File: src/asp_cfg.svh
// Register map, field positions, reset values and counts of the serial port
`ifndef ASP_CFG_SVH
`define ASP_CFG_SVH

`define ASP_OFS_STATUS 8'h25
`define ASP_OFS_FRAME 8'h26
`define ASP_OFS_FILTER 8'h27
`define ASP_OFS_RXBUF 8'h28
`define ASP_OFS_TXBUF 8'h29

`define ASP_FRM_TXE 7
`define ASP_FRM_RXE 6
`define ASP_FRM_TX_STOP_LENGTH_SELECT 5
`define ASP_FRM_EVEN 4
`define ASP_FRM_PE 3
`define ASP_FRM_BRG_HI 2
`define ASP_FRM_BRG_LO 0
`define ASP_FLT_SEL_HI 2
`define ASP_FLT_SEL_LO 1
`define ASP_FLT_STOPR 0

`define ASP_ST_PARITY_ERROR_FLAG 7
`define ASP_ST_FRAMING_ERROR_FLAG 6
`define ASP_ST_OERR 5
`define ASP_ST_RBFL 4
`define ASP_ST_TX_DONE_FLAG 3
`define ASP_ST_TX_BUFFER_EMPTY_FLAG 2

`define ASP_FRAME_RST 8'h00
`define ASP_FILTER_RST 8'h00
`define ASP_STATUS_RST 8'h0C

`define ASP_BRG_DIV13 3'h0
`define ASP_BRG_DIV26 3'h1
`define ASP_BRG_DIV52 3'h2
`define ASP_BRG_DIV104 3'h3
`define ASP_BRG_DIV208 3'h4
`define ASP_BRG_DIV416 3'h5
`define ASP_BRG_TIMER3 3'h6
`define ASP_BRG_DIV96 3'h7
`define ASP_DIV13 9'h00D
`define ASP_DIV26 9'h01A
`define ASP_DIV52 9'h034
`define ASP_DIV104 9'h068
`define ASP_DIV208 9'h0D0
`define ASP_DIV416 9'h1A0
`define ASP_DIV96 9'h060

`define ASP_FLT_REJ1 7'h1F
`define ASP_FLT_REJ2 7'h3F
`define ASP_FLT_REJ3 7'h7F

`define ASP_RT_S0 4'h7
`define ASP_RT_S1 4'h8
`define ASP_RT_S2 4'h9
`define ASP_RT_LAST 4'hF
`define ASP_LAST_BIT 3'h7

`endif

File: src/asp_pkg.sv
// Types shared by the serial port modules
package asp_pkg;

    typedef enum logic [2:0] {
        ASP_IDLE = 3'b000,
        ASP_START = 3'b001,
        ASP_DATA = 3'b010,
        ASP_PARITY = 3'b011,
        ASP_STOP1 = 3'b100,
        ASP_STOP2 = 3'b101
    } asp_phase_t;

    typedef struct packed {
        logic sync1;
        logic sync2;
        logic level;
        logic [6:0] cnt;
    } asp_filt_t;

    typedef struct packed {
        logic [7:0] frame;
        logic [7:0] filter;
        logic [7:0] rdata;
        logic txd;
        logic tx_int;
        logic [8:0] div_cnt;
        logic rt_tick;
        logic tx_buffer_empty_flag;
        logic tx_done_flag;
        logic tx_armed;
        logic rx_armed;
        logic [7:0] txbuf;
        asp_phase_t tx_ph;
        logic [3:0] tx_rt;
        logic [2:0] tx_bit;
        logic [7:0] tx_data;
        asp_phase_t rx_ph;
        logic [3:0] rx_rt;
        logic [2:0] rx_bit;
        logic [1:0] rx_samp;
        logic [7:0] rx_sh;
        logic rx_parity_error_flag;
        logic rx_framing_error_flag;
        logic [7:0] rxbuf;
        logic parity_error_flag;
        logic framing_error_flag;
        logic oerr;
        logic rbfl;
    } asp_state_t;

endpackage

File: src/asp_noise_filter.sv
// Receive pin synchroniser and selectable glitch filter
`timescale 1ns/1ns
`default_nettype none
`include "asp_cfg.svh"

module asp_noise_filter
    import asp_pkg::*;
(
    input wire logic mclk_i,
    input wire logic rstn_i,
    input wire logic pin_i,
    input wire logic [1:0] sel_i,
    output logic level_o
);

    asp_filt_t st_reg;
    asp_filt_t st_next;
    logic [6:0] limit;

    always_comb begin
        st_next = st_reg;
        st_next.sync1 = pin_i;
        st_next.sync2 = st_reg.sync1;
        case (sel_i)
            2'h1: limit = `ASP_FLT_REJ1;
            2'h2: limit = `ASP_FLT_REJ2;
            default: limit = `ASP_FLT_REJ3;
        endcase
        if (sel_i == 2'h0) begin
            // No rejection: level follows the synchronised pin
            st_next.level = st_reg.sync2;
            st_next.cnt = 7'h00;
        end else if (st_reg.sync2 == st_reg.level) begin
            st_next.cnt = 7'h00;
        end else if (st_reg.cnt + 7'h01 >= limit) begin
            // Pulse lasted the full rejection time, so it is real
            st_next.level = st_reg.sync2;
            st_next.cnt = 7'h00;
        end else begin
            st_next.cnt = st_reg.cnt + 7'h01;
        end
    end

    always_ff @(posedge mclk_i) begin
        if (!rstn_i) begin
            st_reg <= '{sync1: 1'b1, sync2: 1'b1, level: 1'b1, cnt: 7'h00};
        end else begin
            st_reg <= st_next;
        end
    end

    assign level_o = st_reg.level;

endmodule
`default_nettype wire

File: src/asp_serial_port.sv
// Asynchronous serial port: registers, baud source, transmitter, receiver
//
// Local design decision: the strobed register port.
`timescale 1ns/1ns
`default_nettype none
`include "asp_cfg.svh"

module asp_serial_port
    import asp_pkg::*;
(
    input wire logic mclk_i,
    input wire logic rstn_i,
    input wire logic [7:0] addr_i,
    input wire logic [7:0] wdata_i,
    input wire logic wr_i,
    input wire logic rd_i,
    output logic [7:0] rdata_o,
    input wire logic rxd_i,
    input wire logic timer3_match_event_i,
    output logic txd_o,
    output logic tx_interrupt_o
);

    asp_state_t st_reg;
    asp_state_t st_next;
    logic rx_level;
    logic [8:0] div_lim;
    logic [2:0] baud_source_select;
    logic maj;
    logic exp_par;
    logic rx_finish;
    logic rx_load;
    logic rx_overrun;
    logic tx_launch;

    asp_noise_filter u_filter (
        .mclk_i(mclk_i),
        .rstn_i(rstn_i),
        .pin_i(rxd_i),
        .sel_i(st_reg.filter[`ASP_FLT_SEL_HI:`ASP_FLT_SEL_LO]),
        .level_o(rx_level)
    );

    // Parity bit for a byte; odd type makes the total count of ones odd
    function automatic logic par_bit(input logic [7:0] d, input logic even);
        par_bit = even ? (^d) : ~(^d);
    endfunction

    always_comb begin
        st_next = st_reg;
        baud_source_select = st_reg.frame[`ASP_FRM_BRG_HI:`ASP_FRM_BRG_LO];
        st_next.rdata = 8'h00;
        st_next.tx_int = 1'b0;
        rx_finish = 1'b0;
        rx_load = 1'b0;
        rx_overrun = 1'b0;
        tx_launch = 1'b0;
        maj = 1'b0;
        exp_par = 1'b0;

        // Register bus
        if (rd_i) begin
            case (addr_i)
                `ASP_OFS_STATUS: begin
                    st_next.rdata = {st_reg.parity_error_flag, st_reg.framing_error_flag, st_reg.oerr,
                        st_reg.rbfl, st_reg.tx_done_flag, st_reg.tx_buffer_empty_flag, 2'h0};
                    st_next.tx_armed = 1'b1;
                    st_next.rx_armed = 1'b1;
                end
                `ASP_OFS_RXBUF: begin
                    st_next.rdata = st_reg.rxbuf;
                    if (st_reg.rx_armed) begin
                        st_next.parity_error_flag = 1'b0;
                        st_next.framing_error_flag = 1'b0;
                        st_next.oerr = 1'b0;
                        st_next.rbfl = 1'b0;
                        st_next.rx_armed = 1'b0;
                    end
                end
                default: st_next.rdata = 8'h00;
            endcase
        end
        if (wr_i) begin
            case (addr_i)
                `ASP_OFS_FRAME: begin
                    st_next.frame = wdata_i;
                    // Stale byte is thrown away on re-enable
                    if (wdata_i[`ASP_FRM_TXE] && !st_reg.frame[`ASP_FRM_TXE]) begin
                        st_next.tx_buffer_empty_flag = 1'b1;
                    end
                end
                `ASP_OFS_FILTER: st_next.filter = wdata_i;
                `ASP_OFS_TXBUF: begin
                    st_next.txbuf = wdata_i;
                    // Without a status read first the write never starts a frame
                    if (st_reg.tx_armed) begin
                        st_next.tx_buffer_empty_flag = 1'b0;
                        st_next.tx_armed = 1'b0;
                    end
                end
                default: st_next.txbuf = st_reg.txbuf;
            endcase
        end

        // Shared 16x sample clock for both directions
        case (baud_source_select)
            `ASP_BRG_DIV13: div_lim = `ASP_DIV13;
            `ASP_BRG_DIV26: div_lim = `ASP_DIV26;
            `ASP_BRG_DIV52: div_lim = `ASP_DIV52;
            `ASP_BRG_DIV104: div_lim = `ASP_DIV104;
            `ASP_BRG_DIV208: div_lim = `ASP_DIV208;
            `ASP_BRG_DIV416: div_lim = `ASP_DIV416;
            default: div_lim = `ASP_DIV96;
        endcase
        if (baud_source_select == `ASP_BRG_TIMER3) begin
            st_next.rt_tick = timer3_match_event_i;
            st_next.div_cnt = 9'h000;
        end else if (st_reg.div_cnt >= div_lim - 9'h001) begin
            // >= so a shorter divisor picked mid-count still wraps
            st_next.rt_tick = 1'b1;
            st_next.div_cnt = 9'h000;
        end else begin
            st_next.rt_tick = 1'b0;
            st_next.div_cnt = st_reg.div_cnt + 9'h001;
        end

        // Transmitter
        if (st_reg.tx_ph == ASP_IDLE) begin
            // Enable is looked at only between frames
            if (st_reg.frame[`ASP_FRM_TXE] && !st_reg.tx_buffer_empty_flag) begin
                tx_launch = 1'b1;
                st_next.tx_ph = ASP_START;
                st_next.tx_rt = 4'h0;
                st_next.tx_data = st_reg.txbuf;
                st_next.tx_buffer_empty_flag = 1'b1;
                st_next.tx_done_flag = 1'b0;
                st_next.tx_int = 1'b1;
            end
        end else if (st_reg.rt_tick) begin
            st_next.tx_rt = st_reg.tx_rt + 4'h1;
            if (st_reg.tx_rt == `ASP_RT_LAST) begin
                case (st_reg.tx_ph)
                    ASP_START: begin
                        st_next.tx_ph = ASP_DATA;
                        st_next.tx_bit = 3'h0;
                    end
                    ASP_DATA: begin
                        st_next.tx_bit = st_reg.tx_bit + 3'h1;
                        if (st_reg.tx_bit == `ASP_LAST_BIT) begin
                            st_next.tx_ph = st_reg.frame[`ASP_FRM_PE] ?
                                ASP_PARITY : ASP_STOP1;
                        end
                    end
                    ASP_PARITY: st_next.tx_ph = ASP_STOP1;
                    ASP_STOP1: begin
                        st_next.tx_ph = st_reg.frame[`ASP_FRM_TX_STOP_LENGTH_SELECT] ?
                            ASP_STOP2 : ASP_IDLE;
                        if (!st_reg.frame[`ASP_FRM_TX_STOP_LENGTH_SELECT] && st_next.tx_buffer_empty_flag) begin
                            st_next.tx_done_flag = 1'b1;
                        end
                    end
                    ASP_STOP2: begin
                        st_next.tx_ph = ASP_IDLE;
                        if (st_next.tx_buffer_empty_flag) begin
                            st_next.tx_done_flag = 1'b1;
                        end
                    end
                    default: st_next.tx_ph = ASP_IDLE;
                endcase
            end
        end
        case (st_next.tx_ph)
            ASP_START: st_next.txd = 1'b0;
            ASP_DATA: st_next.txd = st_next.tx_data[st_next.tx_bit];
            ASP_PARITY: st_next.txd = par_bit(st_next.tx_data,
                st_reg.frame[`ASP_FRM_EVEN]);
            default: st_next.txd = 1'b1;
        endcase

        // Receiver
        maj = (st_reg.rx_samp[0] & st_reg.rx_samp[1]) |
            (st_reg.rx_samp[0] & rx_level) |
            (st_reg.rx_samp[1] & rx_level);
        exp_par = par_bit(st_reg.rx_sh, st_reg.frame[`ASP_FRM_EVEN]);
        if (st_reg.rt_tick) begin
            if (st_reg.rx_ph == ASP_IDLE) begin
                // Overrun holds off reception until it is cleared
                if (st_reg.frame[`ASP_FRM_RXE] && !st_reg.oerr && !rx_level) begin
                    st_next.rx_ph = ASP_START;
                    st_next.rx_rt = 4'h0;
                    st_next.rx_parity_error_flag = 1'b0;
                    st_next.rx_framing_error_flag = 1'b0;
                end
            end else begin
                st_next.rx_rt = st_reg.rx_rt + 4'h1;
                if (st_reg.rx_rt == `ASP_RT_S0) begin
                    st_next.rx_samp[0] = rx_level;
                end
                if (st_reg.rx_rt == `ASP_RT_S1) begin
                    st_next.rx_samp[1] = rx_level;
                end
                if (st_reg.rx_rt == `ASP_RT_S2) begin
                    case (st_reg.rx_ph)
                        ASP_START: begin
                            st_next.rx_ph = maj ? ASP_IDLE : ASP_DATA;
                            st_next.rx_bit = 3'h0;
                        end
                        ASP_DATA: begin
                            st_next.rx_sh = {maj, st_reg.rx_sh[7:1]};
                            st_next.rx_bit = st_reg.rx_bit + 3'h1;
                            if (st_reg.rx_bit == `ASP_LAST_BIT) begin
                                st_next.rx_ph = st_reg.frame[`ASP_FRM_PE] ?
                                    ASP_PARITY : ASP_STOP1;
                            end
                        end
                        ASP_PARITY: begin
                            st_next.rx_parity_error_flag = (maj != exp_par);
                            st_next.rx_ph = ASP_STOP1;
                        end
                        ASP_STOP1: begin
                            st_next.rx_framing_error_flag = !maj;
                            if (st_reg.filter[`ASP_FLT_STOPR] && maj) begin
                                st_next.rx_ph = ASP_STOP2;
                            end else begin
                                rx_finish = 1'b1;
                            end
                        end
                        ASP_STOP2: begin
                            st_next.rx_framing_error_flag = !maj;
                            rx_finish = 1'b1;
                        end
                        default: st_next.rx_ph = ASP_IDLE;
                    endcase
                end
            end
        end
        if (rx_finish) begin
            st_next.rx_ph = ASP_IDLE;
            // Set wins over a clear in the same cycle
            if (st_reg.rbfl) begin
                rx_overrun = 1'b1;
                st_next.oerr = 1'b1;
            end else begin
                rx_load = 1'b1;
                st_next.rxbuf = st_reg.rx_sh;
                st_next.rbfl = 1'b1;
                st_next.parity_error_flag = st_next.rx_parity_error_flag;
                st_next.framing_error_flag = st_next.rx_framing_error_flag;
            end
        end
    end

    always_ff @(posedge mclk_i) begin
        if (!rstn_i) begin
            st_reg <= '0;
            st_reg.frame <= `ASP_FRAME_RST;
            st_reg.filter <= `ASP_FILTER_RST;
            st_reg.txd <= 1'b1;
            st_reg.tx_buffer_empty_flag <= 1'b1;
            st_reg.tx_done_flag <= 1'b1;
            st_reg.tx_ph <= ASP_IDLE;
            st_reg.rx_ph <= ASP_IDLE;
        end else begin
            st_reg <= st_next;
        end
    end

    assign rdata_o = st_reg.rdata;
    assign txd_o = st_reg.txd;
    assign tx_interrupt_o = st_reg.tx_int;
endmodule
`default_nettype wire

File: config.mk
export PLATFORM = sky130hd
export DESIGN_NAME = asp_serial_port
export DESIGN_NICKNAME = d
export VERILOG_FILES = /design/src/asp_pkg.sv /design/src/asp_noise_filter.sv /design/src/asp_serial_port.sv
export VERILOG_INCLUDE_DIRS = /design/src /design/src/src
export SDC_FILE = /design/constraint.sdc
export NUM_CORES = 1
export LEC_CHECK = 0
export BUFFER_PORTS_ARGS = -buffer_cell sky130_fd_sc_hd__buf_2
export CAP_MARGIN = 30
export CORE_MARGIN = 4
export CORE_UTILIZATION = 55
export CTS_CLUSTER_DIAMETER = 200
export DETAILED_ROUTE_END_ITERATION = 6
export HOLD_SLACK_MARGIN = 0.12
export PLACE_DENSITY = 0.73
export SKIP_LAST_GASP = 1
export SYNTH_ARGS = -nofsm -noshare
export SYNTH_HDL_FRONTEND = slang
export SYNTH_SLANG_ARGS = --single-unit
File: constraint.sdc
create_clock -name mclk_i -period 5.8 [get_ports mclk_i]
set_input_delay 1.16 -clock mclk_i [delete_from_list [all_inputs] [get_ports mclk_i]]
set_output_delay 1.16 -clock mclk_i [all_outputs]
set_load 0.03 [all_outputs]
==> run_results.csv, run 1 <==
group,metric,value,unit
outcome,status,"finished, final reports clean",
setup_path,cp.arrival,3290,ps
detailed_routing,drt.antenna.violating_nets,0,
setup_path,cp_max_fo,11,
sta,max-slew-margin-rel,48.90,%
synth,synth_xor_area_share,6.729,%
final_layout,largest_reg_flops,82,
setup_path,cp_slowest_cell,"a41oi_1",
setup_path,path_class,"reg -> reg",
grt,grt-busiest-layer,"met2",
sta,finalMaxSlewViolations,0,
placement,dp_cells,688,
placement,gp_congestion,0.8265,
grt,grt_pass1_vias,3825,
clock_network,root_buffer,"clkbuf_8",
synth,synth_top_family_by_area,"simple AND/OR/NAND/NOR gates",
setup_path,cp-end-kind,"flop",
placement,hpwl,7.458,mm
clock_network,clk_latency,370,ps
final_layout,nets,636,
floorplan,dieHeight,105.1,um
sta,rsz0062_at_grt,"no",
detailed_routing,routed_wl,9.914,mm
grt,grt_usage,18.91,%
sta,min_period_over_period,52.71,%
pwr,p_int,0.0008951,W
synth,async_flop_share,0,%
final_layout,antennaDiodeCount,0,
final_layout,final_core_util,59.92,%
clock_network,clk_pin_slew,100,ps
detailed_routing,avgRoutedWirePerCell,14.08,um
pwr,power_frac_seq,61.7,%
final_layout,final_cell_mix,"dfxtp_1, nor2_1, mux2i_1",
floorplan,die_area,0.01105,sq mm
final_layout,final-instance-count-excl-fill,704,
clock_network,numCtsBuffers,9,
final_layout,final_common_cell,"dfxtp_1",
sta,finClkSkew,15.53,ps
synth,synth_ff_type,"dfxtp_1",
placement,portBuffers,31,
detailed_routing,vias,3945,
detailed_routing,vias_per_cell,5.604,
clock_network,postCtsSetupRepairBufs,0,
synth,muxShareOfSynthArea,10.85,%
clock_network,h-tree-depth,3,
min_path,worstHoldPathCells,1,
synth,synth-seq-cells,105,
final_layout,drive_gt1_share,10.46,%
setup_path,crit_chain,"or3_1 > ha_1 > inv_1 > o22ai_1 > a221o_1 > ha_1 > nand3_1 > o21a_1 > a41oi_1 > nor2_1",
grt,grt_overflow_total,0,
detailed_routing,drc,0,
synth,synth.net_count,626,
floorplan,start_util,56.41,%
setup_path,r2r_start,"baud_source_select[0]$_SDFFE_PN0P_",
synth,ys_seq_area_share,40.52,%
clock_network,cts_resized,0,
synth,synth_compound_area_share,10.93,%
detailed_routing,drt_iter0_markers,117,
synth,synthCells,578,
setup_path,slowest_delay,620,ps
clock_network,postCtsHoldBufs,0,
setup_path,worstPathRequired,6030,ps
pwr,irDropWorstVdd,0.0001350,V
synth,synth_simple_gate_area_share,19.51,%
synth,ys_types,61,
setup_path,cpMostUsedCell,"ha_1",
clock_network,cts_tree,"built",
grt,grt_util_met2,32.13,%
run,drv_cap,0,
grt,antenna_found_initial,0,
final_layout,areaGrowthSynthToFinish,6.223,%
grt,grtUsageMet1,23.60,%
sta,finalSetupTns,0,ps
min_path,hold_end,"u_filter.st_reg[8]$_SDFF_PN1_",
synth,synthAdderAreaFrac,6.464,%
pwr,power_leakage,2.297,nW
min_path,worstHoldStart,"u_filter.st_next[8]$_SDFF_PN1_",
synth,synth_edf_count,0,
synth,avgSynthCellArea,8.975,sq um
min_path,hold_class,"reg -> reg",
sta,hold_violations,0,
pwr,p_clk_share,35.4,%
setup_path,r2r_end,"st_reg[70]$_SDFF_PP0_",
floorplan,core-area,0.009196,sq mm
detailed_routing,firstDrtPassIters,4,
pwr,pwr-share-comb,2.9,%
pwr,switchingPower,0.0002817,W
clock_network,cts_sinks,105,
setup_path,rrSetupSlack,2740,ps
grt,grt_use_met3,4.200,%
floorplan,die_w,105.1,um
sta,fmax,0.3271,GHz
sta,worst_slew_pin_slew,760.1,ps
pwr,powerDensity,213.6,mW/mm^2
setup_path,setup.worst_path.start_class,"flop",
pwr,swShare,23.93,%
grt,grt_max_degree,35,
clock_network,cts_max_path_buffers,2,
synth,ys_warn_count,0,
sta,final.min_clock_period,3057,ps
setup_path,ff2ff_path_depth,10,
sta,setup_viol,0,
synth,syn-cell-area,0.005187,sq mm
floorplan,rows,35,
grt,grt_pass1_wl,17.25,mm
floorplan,ios,32,
-- metrics by stage --
| step | power [W] | hold slack, ps | instance area (sq um) | worst slack [ps] |
|---|---|---|---|---|
| global placement | 0.0007753 | 405.9 | 5323 | 2589 |
| global route | 0.001224 | 443.6 | 5510 | 2475 |
| CTS | 0.001189 | 444.0 | 5510 | 2699 |
| floorplan | 0.0007601 | 386.3 | 5187 | 2989 |
| detailed placement | 0.0007767 | 414.7 | 5330 | 2486 |
| finish | 0.001177 | 433.1 | 5510 | 2743 |
-- synthesized netlist by cell type (2+ instances only) --
| cell type | number | area [sq um] |
|---|---|---|
| o211ai_1 | 2 | 15.01 |
| buf_2 | 9 | 45.04 |
| o22ai_1 | 2 | 12.51 |
| nand4_1 | 3 | 18.77 |
| o211a_1 | 2 | 20.02 |
| nand4b_1 | 4 | 35.03 |
| mux2i_1 | 54 | 540.5 |
| nand2b_1 | 11 | 68.82 |
| and4_1 | 3 | 26.28 |
| clkbuf_1 | 12 | 45.04 |
| o21a_1 | 2 | 15.01 |
| and2_1 | 5 | 31.28 |
| inv_1 | 21 | 78.83 |
| buf_1 | 5 | 18.77 |
| nor4b_1 | 3 | 26.28 |
| a211oi_1 | 4 | 30.03 |
| a21o_1 | 6 | 45.04 |
| a21oi_1 | 28 | 140.1 |
| xor2_1 | 10 | 87.58 |
| mux2_2 | 2 | 22.52 |
| ha_1 | 26 | 325.3 |
| nor2b_2 | 2 | 17.52 |
| buf_4 | 8 | 60.06 |
| or3_1 | 3 | 18.77 |
| a22oi_1 | 11 | 82.58 |
| nor2_1 | 94 | 352.8 |
| nand2_1 | 31 | 116.4 |
| a31oi_1 | 3 | 18.77 |
| nand3b_1 | 2 | 15.01 |
| nand3_1 | 21 | 105.1 |
| o21ai_0 | 11 | 55.05 |
| nor2b_1 | 8 | 50.05 |
| and3_1 | 5 | 31.28 |
| o21bai_1 | 2 | 15.01 |
| xnor2_1 | 28 | 245.2 |
| dfxtp_1 | 105 | 2102 |
| nor3_1 | 6 | 30.03 |
-- metal layers --
layer	part of all wire, %	wire length (um)	up-vias
li1	-	-	2000
met1	46	4588	1877
met2	49	4844	53
met3	3.3	330	15
met4	1.5	150	0
met5	0	0	-
-- worst max-delay path, delay by kind of cell, from the launching register on --
family / cells / cell delay, ps
buffers and inverters: 1 / 90
adder cells (fa/ha/maj): 2 / 530
flip-flops: 1 / 410
AND/OR/NAND/NOR: 3 / 640
AO/OA/AOI/OAI: 4 / 1270
-- how the worst max path moves through the flow --
stage	from	endpoint	slack, ps	depth (start not counted)
after floorplan	baud_source_select[0]$_SDFFE_PN0P_	st_reg[67]$_SDFF_PP0_	2990	11
after global placement	addr_i[7]	st_reg[62]$_SDFFE_PN1P_	2590	8
after detailed placement	addr_i[7]	st_reg[62]$_SDFFE_PN1P_	2490	8
after CTS	baud_source_select[0]$_SDFFE_PN0P_	st_reg[70]$_SDFF_PP0_	2700	10
after global routing	baud_source_select[1]$_SDFFE_PN0P_	st_reg[70]$_SDFF_PP0_	2470	10
final	baud_source_select[0]$_SDFFE_PN0P_	st_reg[70]$_SDFF_PP0_	2740	10
-- cell type report --
cell class	instances	area [sq um]
inverters	21	78.83
well taps	111	138.9
fillers	822	3686
repair buffers	34	177.7
clock buffers	9	123.9
flip-flops and latches	105	2102
clock inverters	7	56.30
multi-input cells	417	2833
-- power by group through the flow --
stage          registers [W]  logic [W]  clock network, W
4_1_cts             0.000726  0.0000344          0.000429
3_3_place_gp        0.000742  0.0000330                 0
6_report            0.000726  0.0000340          0.000417
5_1_grt             0.000727  0.0000381          0.000459
3_5_place_dp        0.000743  0.0000342                 0
2_1_floorplan       0.000742  0.0000184                 0
-- kinds of logic (layout without fill, tap and decap cells) --
| kind of cell | Yosys count | in the layout |
|---|---|---|
| adder cells (fa/ha/maj) | 27 | 27 |
| flip-flops | 105 | 105 |
| XOR/XNOR | 39 | 39 |
| multiplexers | 56 | 56 |
| AO/OA/AOI/OAI | 86 | 86 |
| buffers and inverters | 56 | 71 |
| AND/OR/NAND/NOR | 209 | 209 |
Note: power is estimated with default switching activity, not from simulation.
==> run 2: changes to the inputs <==
--- a/config.mk
+++ b/config.mk
@@ -13,7 +13,7 @@
 export CTS_CLUSTER_DIAMETER = 200
 export DETAILED_ROUTE_END_ITERATION = 6
 export HOLD_SLACK_MARGIN = 0.12
-export PLACE_DENSITY = 0.73
+export PLACE_DENSITY = 0.76
 export SKIP_LAST_GASP = 1
 export SYNTH_ARGS = -nofsm -noshare
 export SYNTH_HDL_FRONTEND = slang
==> constraint.sdc (replaced) <==
create_clock -name mclk_i -period 2.5 [get_ports mclk_i]
set_input_delay 0.5 -clock mclk_i [delete_from_list [all_inputs] [get_ports mclk_i]]
set_output_delay 0.5 -clock mclk_i [all_outputs]
set_load 0.03 [all_outputs]
==> run_results.csv, run 2 (same netlist as run 1, synthesis figures left out) <==
group,metric,value,unit
final_layout,final_common_cell,"dfxtp_1",
detailed_routing,routed_wl,10.48,mm
placement,hpwl,7.511,mm
setup_path,cp-end-kind,"flop",
placement,gp_congestion,0.8374,
floorplan,core-area,0.009196,sq mm
final_layout,antennaDiodeCount,0,
sta,worst_slew_pin_slew,515.2,ps
detailed_routing,avgRoutedWirePerCell,14.48,um
setup_path,slowest_delay,420,ps
setup_path,critPathBufInv,0,
final_layout,multi_input_area,0.002979,sq mm
setup_path,crit_chain,"or3_4 > ha_4 > nand2_1 > a211oi_1 > a221o_1 > ha_4 > nand3_2 > o21a_4 > o211a_1 > a211oi_2",
detailed_routing,vias_per_cell,5.601,
grt,grt_usage,19.83,%
final_layout,fill_cells,793,
pwr,swShare,24.35,%
final_layout,nets,656,
sta,timing.final.ws_setup,-15.10,ps
setup_path,cp.arrival,2810,ps
detailed_routing,drt.antenna.violating_nets,0,
grt,grt_max_degree,38,
floorplan,start_util,56.41,%
final_layout,final_cell_mix,"dfxtp_1, nor2_1, mux2i_1",
final_layout,final-seq-area,0.002105,sq mm
sta,rsz0062_at_grt,"yes",
floorplan,die_area,0.01105,sq mm
detailed_routing,wl_met2,5.291,mm
placement,portBuffers,31,
detailed_routing,drt-met1-wl,4.698,mm
floorplan,rows,35,
detailed_routing,firstDrtPassIters,4,
detailed_routing,drc,0,
clock_network,h-tree-depth,3,
pwr,p_clk_share,36.1,%
clock_network,clk_latency,380,ps
pwr,power_leakage,2.425,nW
floorplan,dieHeight,105.1,um
pwr,irDropWorstVdd,0.0003094,V
run,drv_cap,0,
pwr,pwr-share-comb,3.0,%
pwr,p_int,0.002093,W
placement,dp_slack,-26.49,ps
pwr,switchingPower,0.0006737,W
detailed_routing,vias,4055,
setup_path,path_delay_family,"compound AO/OA/AOI/OAI gates",
setup_path,setup.worst_path.start_class,"flop",
sta,final.min_clock_period,2515,ps
clock_network,postCtsHoldBufs,0,
setup_path,path_class,"reg -> reg",
clock_network,cts_sinks,105,
setup_path,cp_max_fo,3,
sta,finalSetupTns,-15.10,ps
grt,grt_pass1_wl,18.07,mm
min_path,hold_class,"in -> reg",
sta,min_period_over_period,100.6,%
clock_network,numCtsBuffers,9,
grt,grt_overflow_total,0,
floorplan,ios,32,
setup_path,cp_slowest_cell,"or3_4",
final_layout,areaGrowthSynthToFinish,11.99,%
final_layout,largest_reg_flops,82,
pwr,powerDensity,476.3,mW/mm^2
sta,max-slew-margin-rel,65.50,%
setup_path,cpMostUsedCell,"ha_4",
clock_network,clk_pin_slew,100,ps
outcome,status,"finished, violations left",
sta,fmax,0.3976,GHz
floorplan,die_w,105.1,um
sta,finClkSkew,14.85,ps
pwr,power_frac_seq,60.8,%
detailed_routing,top_layer_used,"met4",
grt,antenna_found_initial,0,
sta,finalMaxSlewViolations,0,
sta,setup_viol,1,
outcome,violations,"setup timing",
sta,hold_violations,0,
detailed_routing,wl_met3,317,um
clock_network,cts_tree,"built",
grt,grt_pass1_vias,3904,
pwr,total_power,0.002767,W
clock_network,root_buffer,"clkbuf_8",
detailed_routing,drt_iter0_markers,132,
setup_path,worstPathRequired,2790,ps
final_layout,drive_gt1_share,16.31,%
clock_network,cts_max_path_buffers,2,
run 2: changes by cell type in the layout (fill, tap and decap cells not counted), sizes merged:
cell / change
clkinv: +1
a41oi: +1
clkinvlp: -3
inv: +2
buf: +19
run 2: final cells by class:
type,instances,area share (%)
multi-input combinational,418,51.28
sequential,105,36.23
timing repair buffer,53,5.578
tap,111,2.391
clock buffer,9,2.132
inverter,21,1.357
clock inverter,7,1.034
run 2: worst paths after layout:
check	depth (start not counted)	slack (ps)	end	start
worst max-delay path	10	-20	st_reg[64]$_SDFF_PN0_	baud_source_select[0]$_SDFFE_PN0P_
worst min-delay path	2	320	u_filter.st_next[8]$_SDFF_PN1_	rxd_i
worst max register to register	10	-20	st_reg[64]$_SDFF_PN0_	baud_source_select[0]$_SDFFE_PN0P_
worst min register to register	1	440	u_filter.st_reg[8]$_SDFF_PN1_	u_filter.st_next[8]$_SDFF_PN1_
run 2: what timing repair did:
item | 4_1_cts | 5_1_grt
cloned | 1 | 0
setup endpoints to repair | 8 | 17
pin swaps | 7 | 17
buffers inserted | 2 | 1
resized for setup | 9 | 15
run 2: metrics by stage:
stage / hold slack, ps / instances / utilization (%) / area (sq um)
after floorplan: 386.3 / 578 / - / 5216
after global placement: 400.2 / 704 / 59.55 / 5477
after detailed placement: 408.1 / 704 / 59.55 / 5477
after CTS: 309.1 / 723 / 62.26 / 5725
after global routing: 326.8 / 724 / 63.17 / 5809
final: 316.7 / 724 / 63.17 / 5809
run 2: per-layer routing:
metal,up-vias,GRT usage [%]
met2,51,35.20
li1,2048,-
met5,-,0
met4,0,5.061
met1,1941,24.36
met3,15,4.200
run 2: power groups by stage:
stage	clock (W)	sequential, W	combinational, W
after global routing	0.00110	0.00169	0.0000946
after global placement	0	0.00172	0.0000775
final	0.000999	0.00168	0.0000843
after detailed placement	0	0.00172	0.0000803
after CTS	0.00102	0.00168	0.0000829
after floorplan	0	0.00172	0.0000441
==> run 3: changes to the inputs <==
--- a/config.mk
+++ b/config.mk
@@ -8,12 +8,14 @@
 export LEC_CHECK = 0
 export BUFFER_PORTS_ARGS = -buffer_cell sky130_fd_sc_hd__buf_2
 export CAP_MARGIN = 30
+export CELL_PAD_IN_SITES_DETAIL_PLACEMENT = 1
+export CELL_PAD_IN_SITES_GLOBAL_PLACEMENT = 1
 export CORE_MARGIN = 4
-export CORE_UTILIZATION = 55
+export CORE_UTILIZATION = 42
 export CTS_CLUSTER_DIAMETER = 200
 export DETAILED_ROUTE_END_ITERATION = 6
 export HOLD_SLACK_MARGIN = 0.12
-export PLACE_DENSITY = 0.76
+export PLACE_DENSITY_LB_ADDON = 0.1
 export SKIP_LAST_GASP = 1
 export SYNTH_ARGS = -nofsm -noshare
 export SYNTH_HDL_FRONTEND = slang
==> run_results.csv, run 3 (same netlist as run 1, synthesis figures left out) <==
group,metric,value,unit
outcome,status,"finished, violations left",
outcome,violations,"setup timing",
detailed_routing,vias,4062,
floorplan,die_area,0.01419,sq mm
detailed_routing,drt-met1-wl,5.657,mm
detailed_routing,vias_per_cell,5.221,
setup_path,r2r_start,"baud_source_select[1]$_SDFFE_PN0P_",
final_layout,nets,654,
final_layout,finalInstanceArea,0.005963,sq mm
clock_network,postCtsHoldBufs,0,
detailed_routing,drt.antenna.violating_nets,0,
setup_path,cp_max_fo,5,
clock_network,clk_pin_slew,70,ps
setup_path,cpMostUsedCell,"ha_4",
run,drv_cap,0,
placement,gp_congestion,0.7869,
sta,final.min_clock_period,2511,ps
sta,fin_hold_ws,329.5,ps
final_layout,final-instance-count-excl-fill,778,
clock_network,cts_tree,"built",
clock_network,cts_max_path_buffers,2,
grt,grt_usage,18.20,%
clock_network,clk_latency,350,ps
sta,setup_viol,1,
min_path,hold_end,"u_filter.st_next[8]$_SDFF_PN1_",
grt,grt_overflow_total,0,
clock_network,root_buffer,"clkbuf_16",
placement,portBuffers,31,
detailed_routing,wl_met2,6.240,mm
setup_path,cp_slowest_cell,"or3_4",
setup_path,critPathBufInv,0,
floorplan,core-area,0.01206,sq mm
detailed_routing,avgRoutedWirePerCell,15.88,um
sta,fmax,0.3983,GHz
setup_path,crit_chain,"or3_4 > ha_4 > nand2_1 > a211oi_1 > a221o_1 > ha_4 > nand3_2 > o21a_4 > o211a_1 > a211oi_2",
placement,hpwl,9.023,mm
setup_path,path_class,"reg -> reg",
placement,dp_cells,762,
floorplan,dieHeight,119.1,um
setup_path,cp.arrival,2780,ps
clock_network,postCtsSetupRepairBufs,0,
min_path,worstHoldStart,"rxd_i",
detailed_routing,wl_met3,317,um
final_layout,final_cell_mix,"dfxtp_1, nor2_1, mux2i_1",
floorplan,rows,40,
pwr,powerDensity,537.0,mW/mm^2
setup_path,r2r_end,"st_reg[64]$_SDFF_PN0_",
floorplan,die_w,119.1,um
sta,finalMaxSlewViolations,0,
sta,worst_slew_pin_slew,546.8,ps
sta,max-slew-margin-rel,63.39,%
final_layout,final_core_util,49.44,%
final_layout,largest_reg_flops,82,
sta,min_period_over_period,100.4,%
detailed_routing,firstDrtPassIters,4,
floorplan,start_util,43.01,%
sta,finClkSkew,5.701,ps
pwr,power_leakage,2.464,nW
sta,timing.final.ws_setup,-10.96,ps
final_layout,drive_gt1_share,15.90,%
setup_path,rrSetupSlack,-10,ps
setup_path,ff2ff_path_depth,10,
grt,grt_pass1_vias,4335,
sta,hold_violations,0,
setup_path,slowest_delay,420,ps
setup_path,path_delay_family,"compound AO/OA/AOI/OAI gates",
setup_path,setup.worst_path.start_class,"flop",
grt,antenna_found_initial,0,
clock_network,cts_sinks,105,
final_layout,areaGrowthSynthToFinish,14.95,%
min_path,hold_class,"in -> reg",
setup_path,crit_start,"baud_source_select[1]$_SDFFE_PN0P_",
sta,rsz0062_at_grt,"yes",
detailed_routing,top_layer_used,"met4",
grt,grt_max_degree,29,
pwr,irDropWorstVdd,0.0004991,V
floorplan,ios,32,
detailed_routing,drc,0,
placement,placed_area,0.005555,sq mm
clock_network,numCtsBuffers,9,
min_path,worstHoldPathCells,2,
setup_path,cp-end-kind,"flop",
detailed_routing,routed_wl,12.36,mm
pwr,total_power,0.003202,W
grt,grt_pass1_wl,21.11,mm
final_layout,final_common_cell,"dfxtp_1",
detailed_routing,drt_iter0_markers,192,
clock_network,h-tree-depth,3,
setup_path,worstPathRequired,2770,ps
final_layout,antennaDiodeCount,0,
==> run 3: worst reg2reg max path: stages, from the launching register on <==
cell	delay (ps)
dfxtp_2	330
or3_4	420
ha_4	210
nand2_1	100
a211oi_1	100
a221o_1	300
ha_4	280
nand3_2	70
o21a_4	230
o211a_1	220
a211oi_2	160
==> run 3: how the worst max path moves through the flow <==
stage	end	slack, ps	cells after the start
after floorplan	st_reg[67]$_SDFF_PP0_	30	12
after global placement	st_reg[67]$_SDFF_PP0_	70	11
after detailed placement	st_reg[64]$_SDFF_PN0_	-50	10
after CTS	st_reg[64]$_SDFF_PN0_	-20	10
after global routing	st_reg[64]$_SDFF_PN0_	-100	10
final	st_reg[64]$_SDFF_PN0_	-10	10
==> run 3: final cells by class <==
| class | count | area [sq um] |
|---|---|---|
| Tap cell | 168 | 210.2 |
| Clock buffer | 10 | 239.0 |
| Timing Repair Buffer | 51 | 305.3 |
| Clock inverter | 5 | 56.30 |
| Multi-Input combinational cell | 418 | 2968 |
| Inverter | 21 | 81.33 |
| Sequential cell | 105 | 2103 |
| Fill cell | 1411 | 6098 |
==> run 3: timing repair <==
action	in CTS	in global routing
setup endpoints to repair	10	17
gates cloned	1	0
resized for setup	9	12
pin swaps	8	6
==> run 3: routing by layer <==
layer	vias to the layer above	track usage, %
met4	0	4.562
li1	2035	-
met3	12	3.989
met5	-	0
met2	34	32.29
met1	1981	22.31
==> run 3: power breakdown <==
group	leakage (nW)	switching, W	internal [W]
combinational	1.47	0.0000558	0.0000336
sequential	0.847	0.00000657	0.00168
clock	0.144	0.000632	0.000797
==> run 3: metrics by stage <==
step / worst slack (ps) / setup TNS (ps)
floorplan: 34.40 / 0
global placement: 69.65 / 0
detailed placement: -51.68 / -155.8
CTS: -20.62 / -28.86
global route: -101.0 / -396.2
finish: -10.96 / -10.96
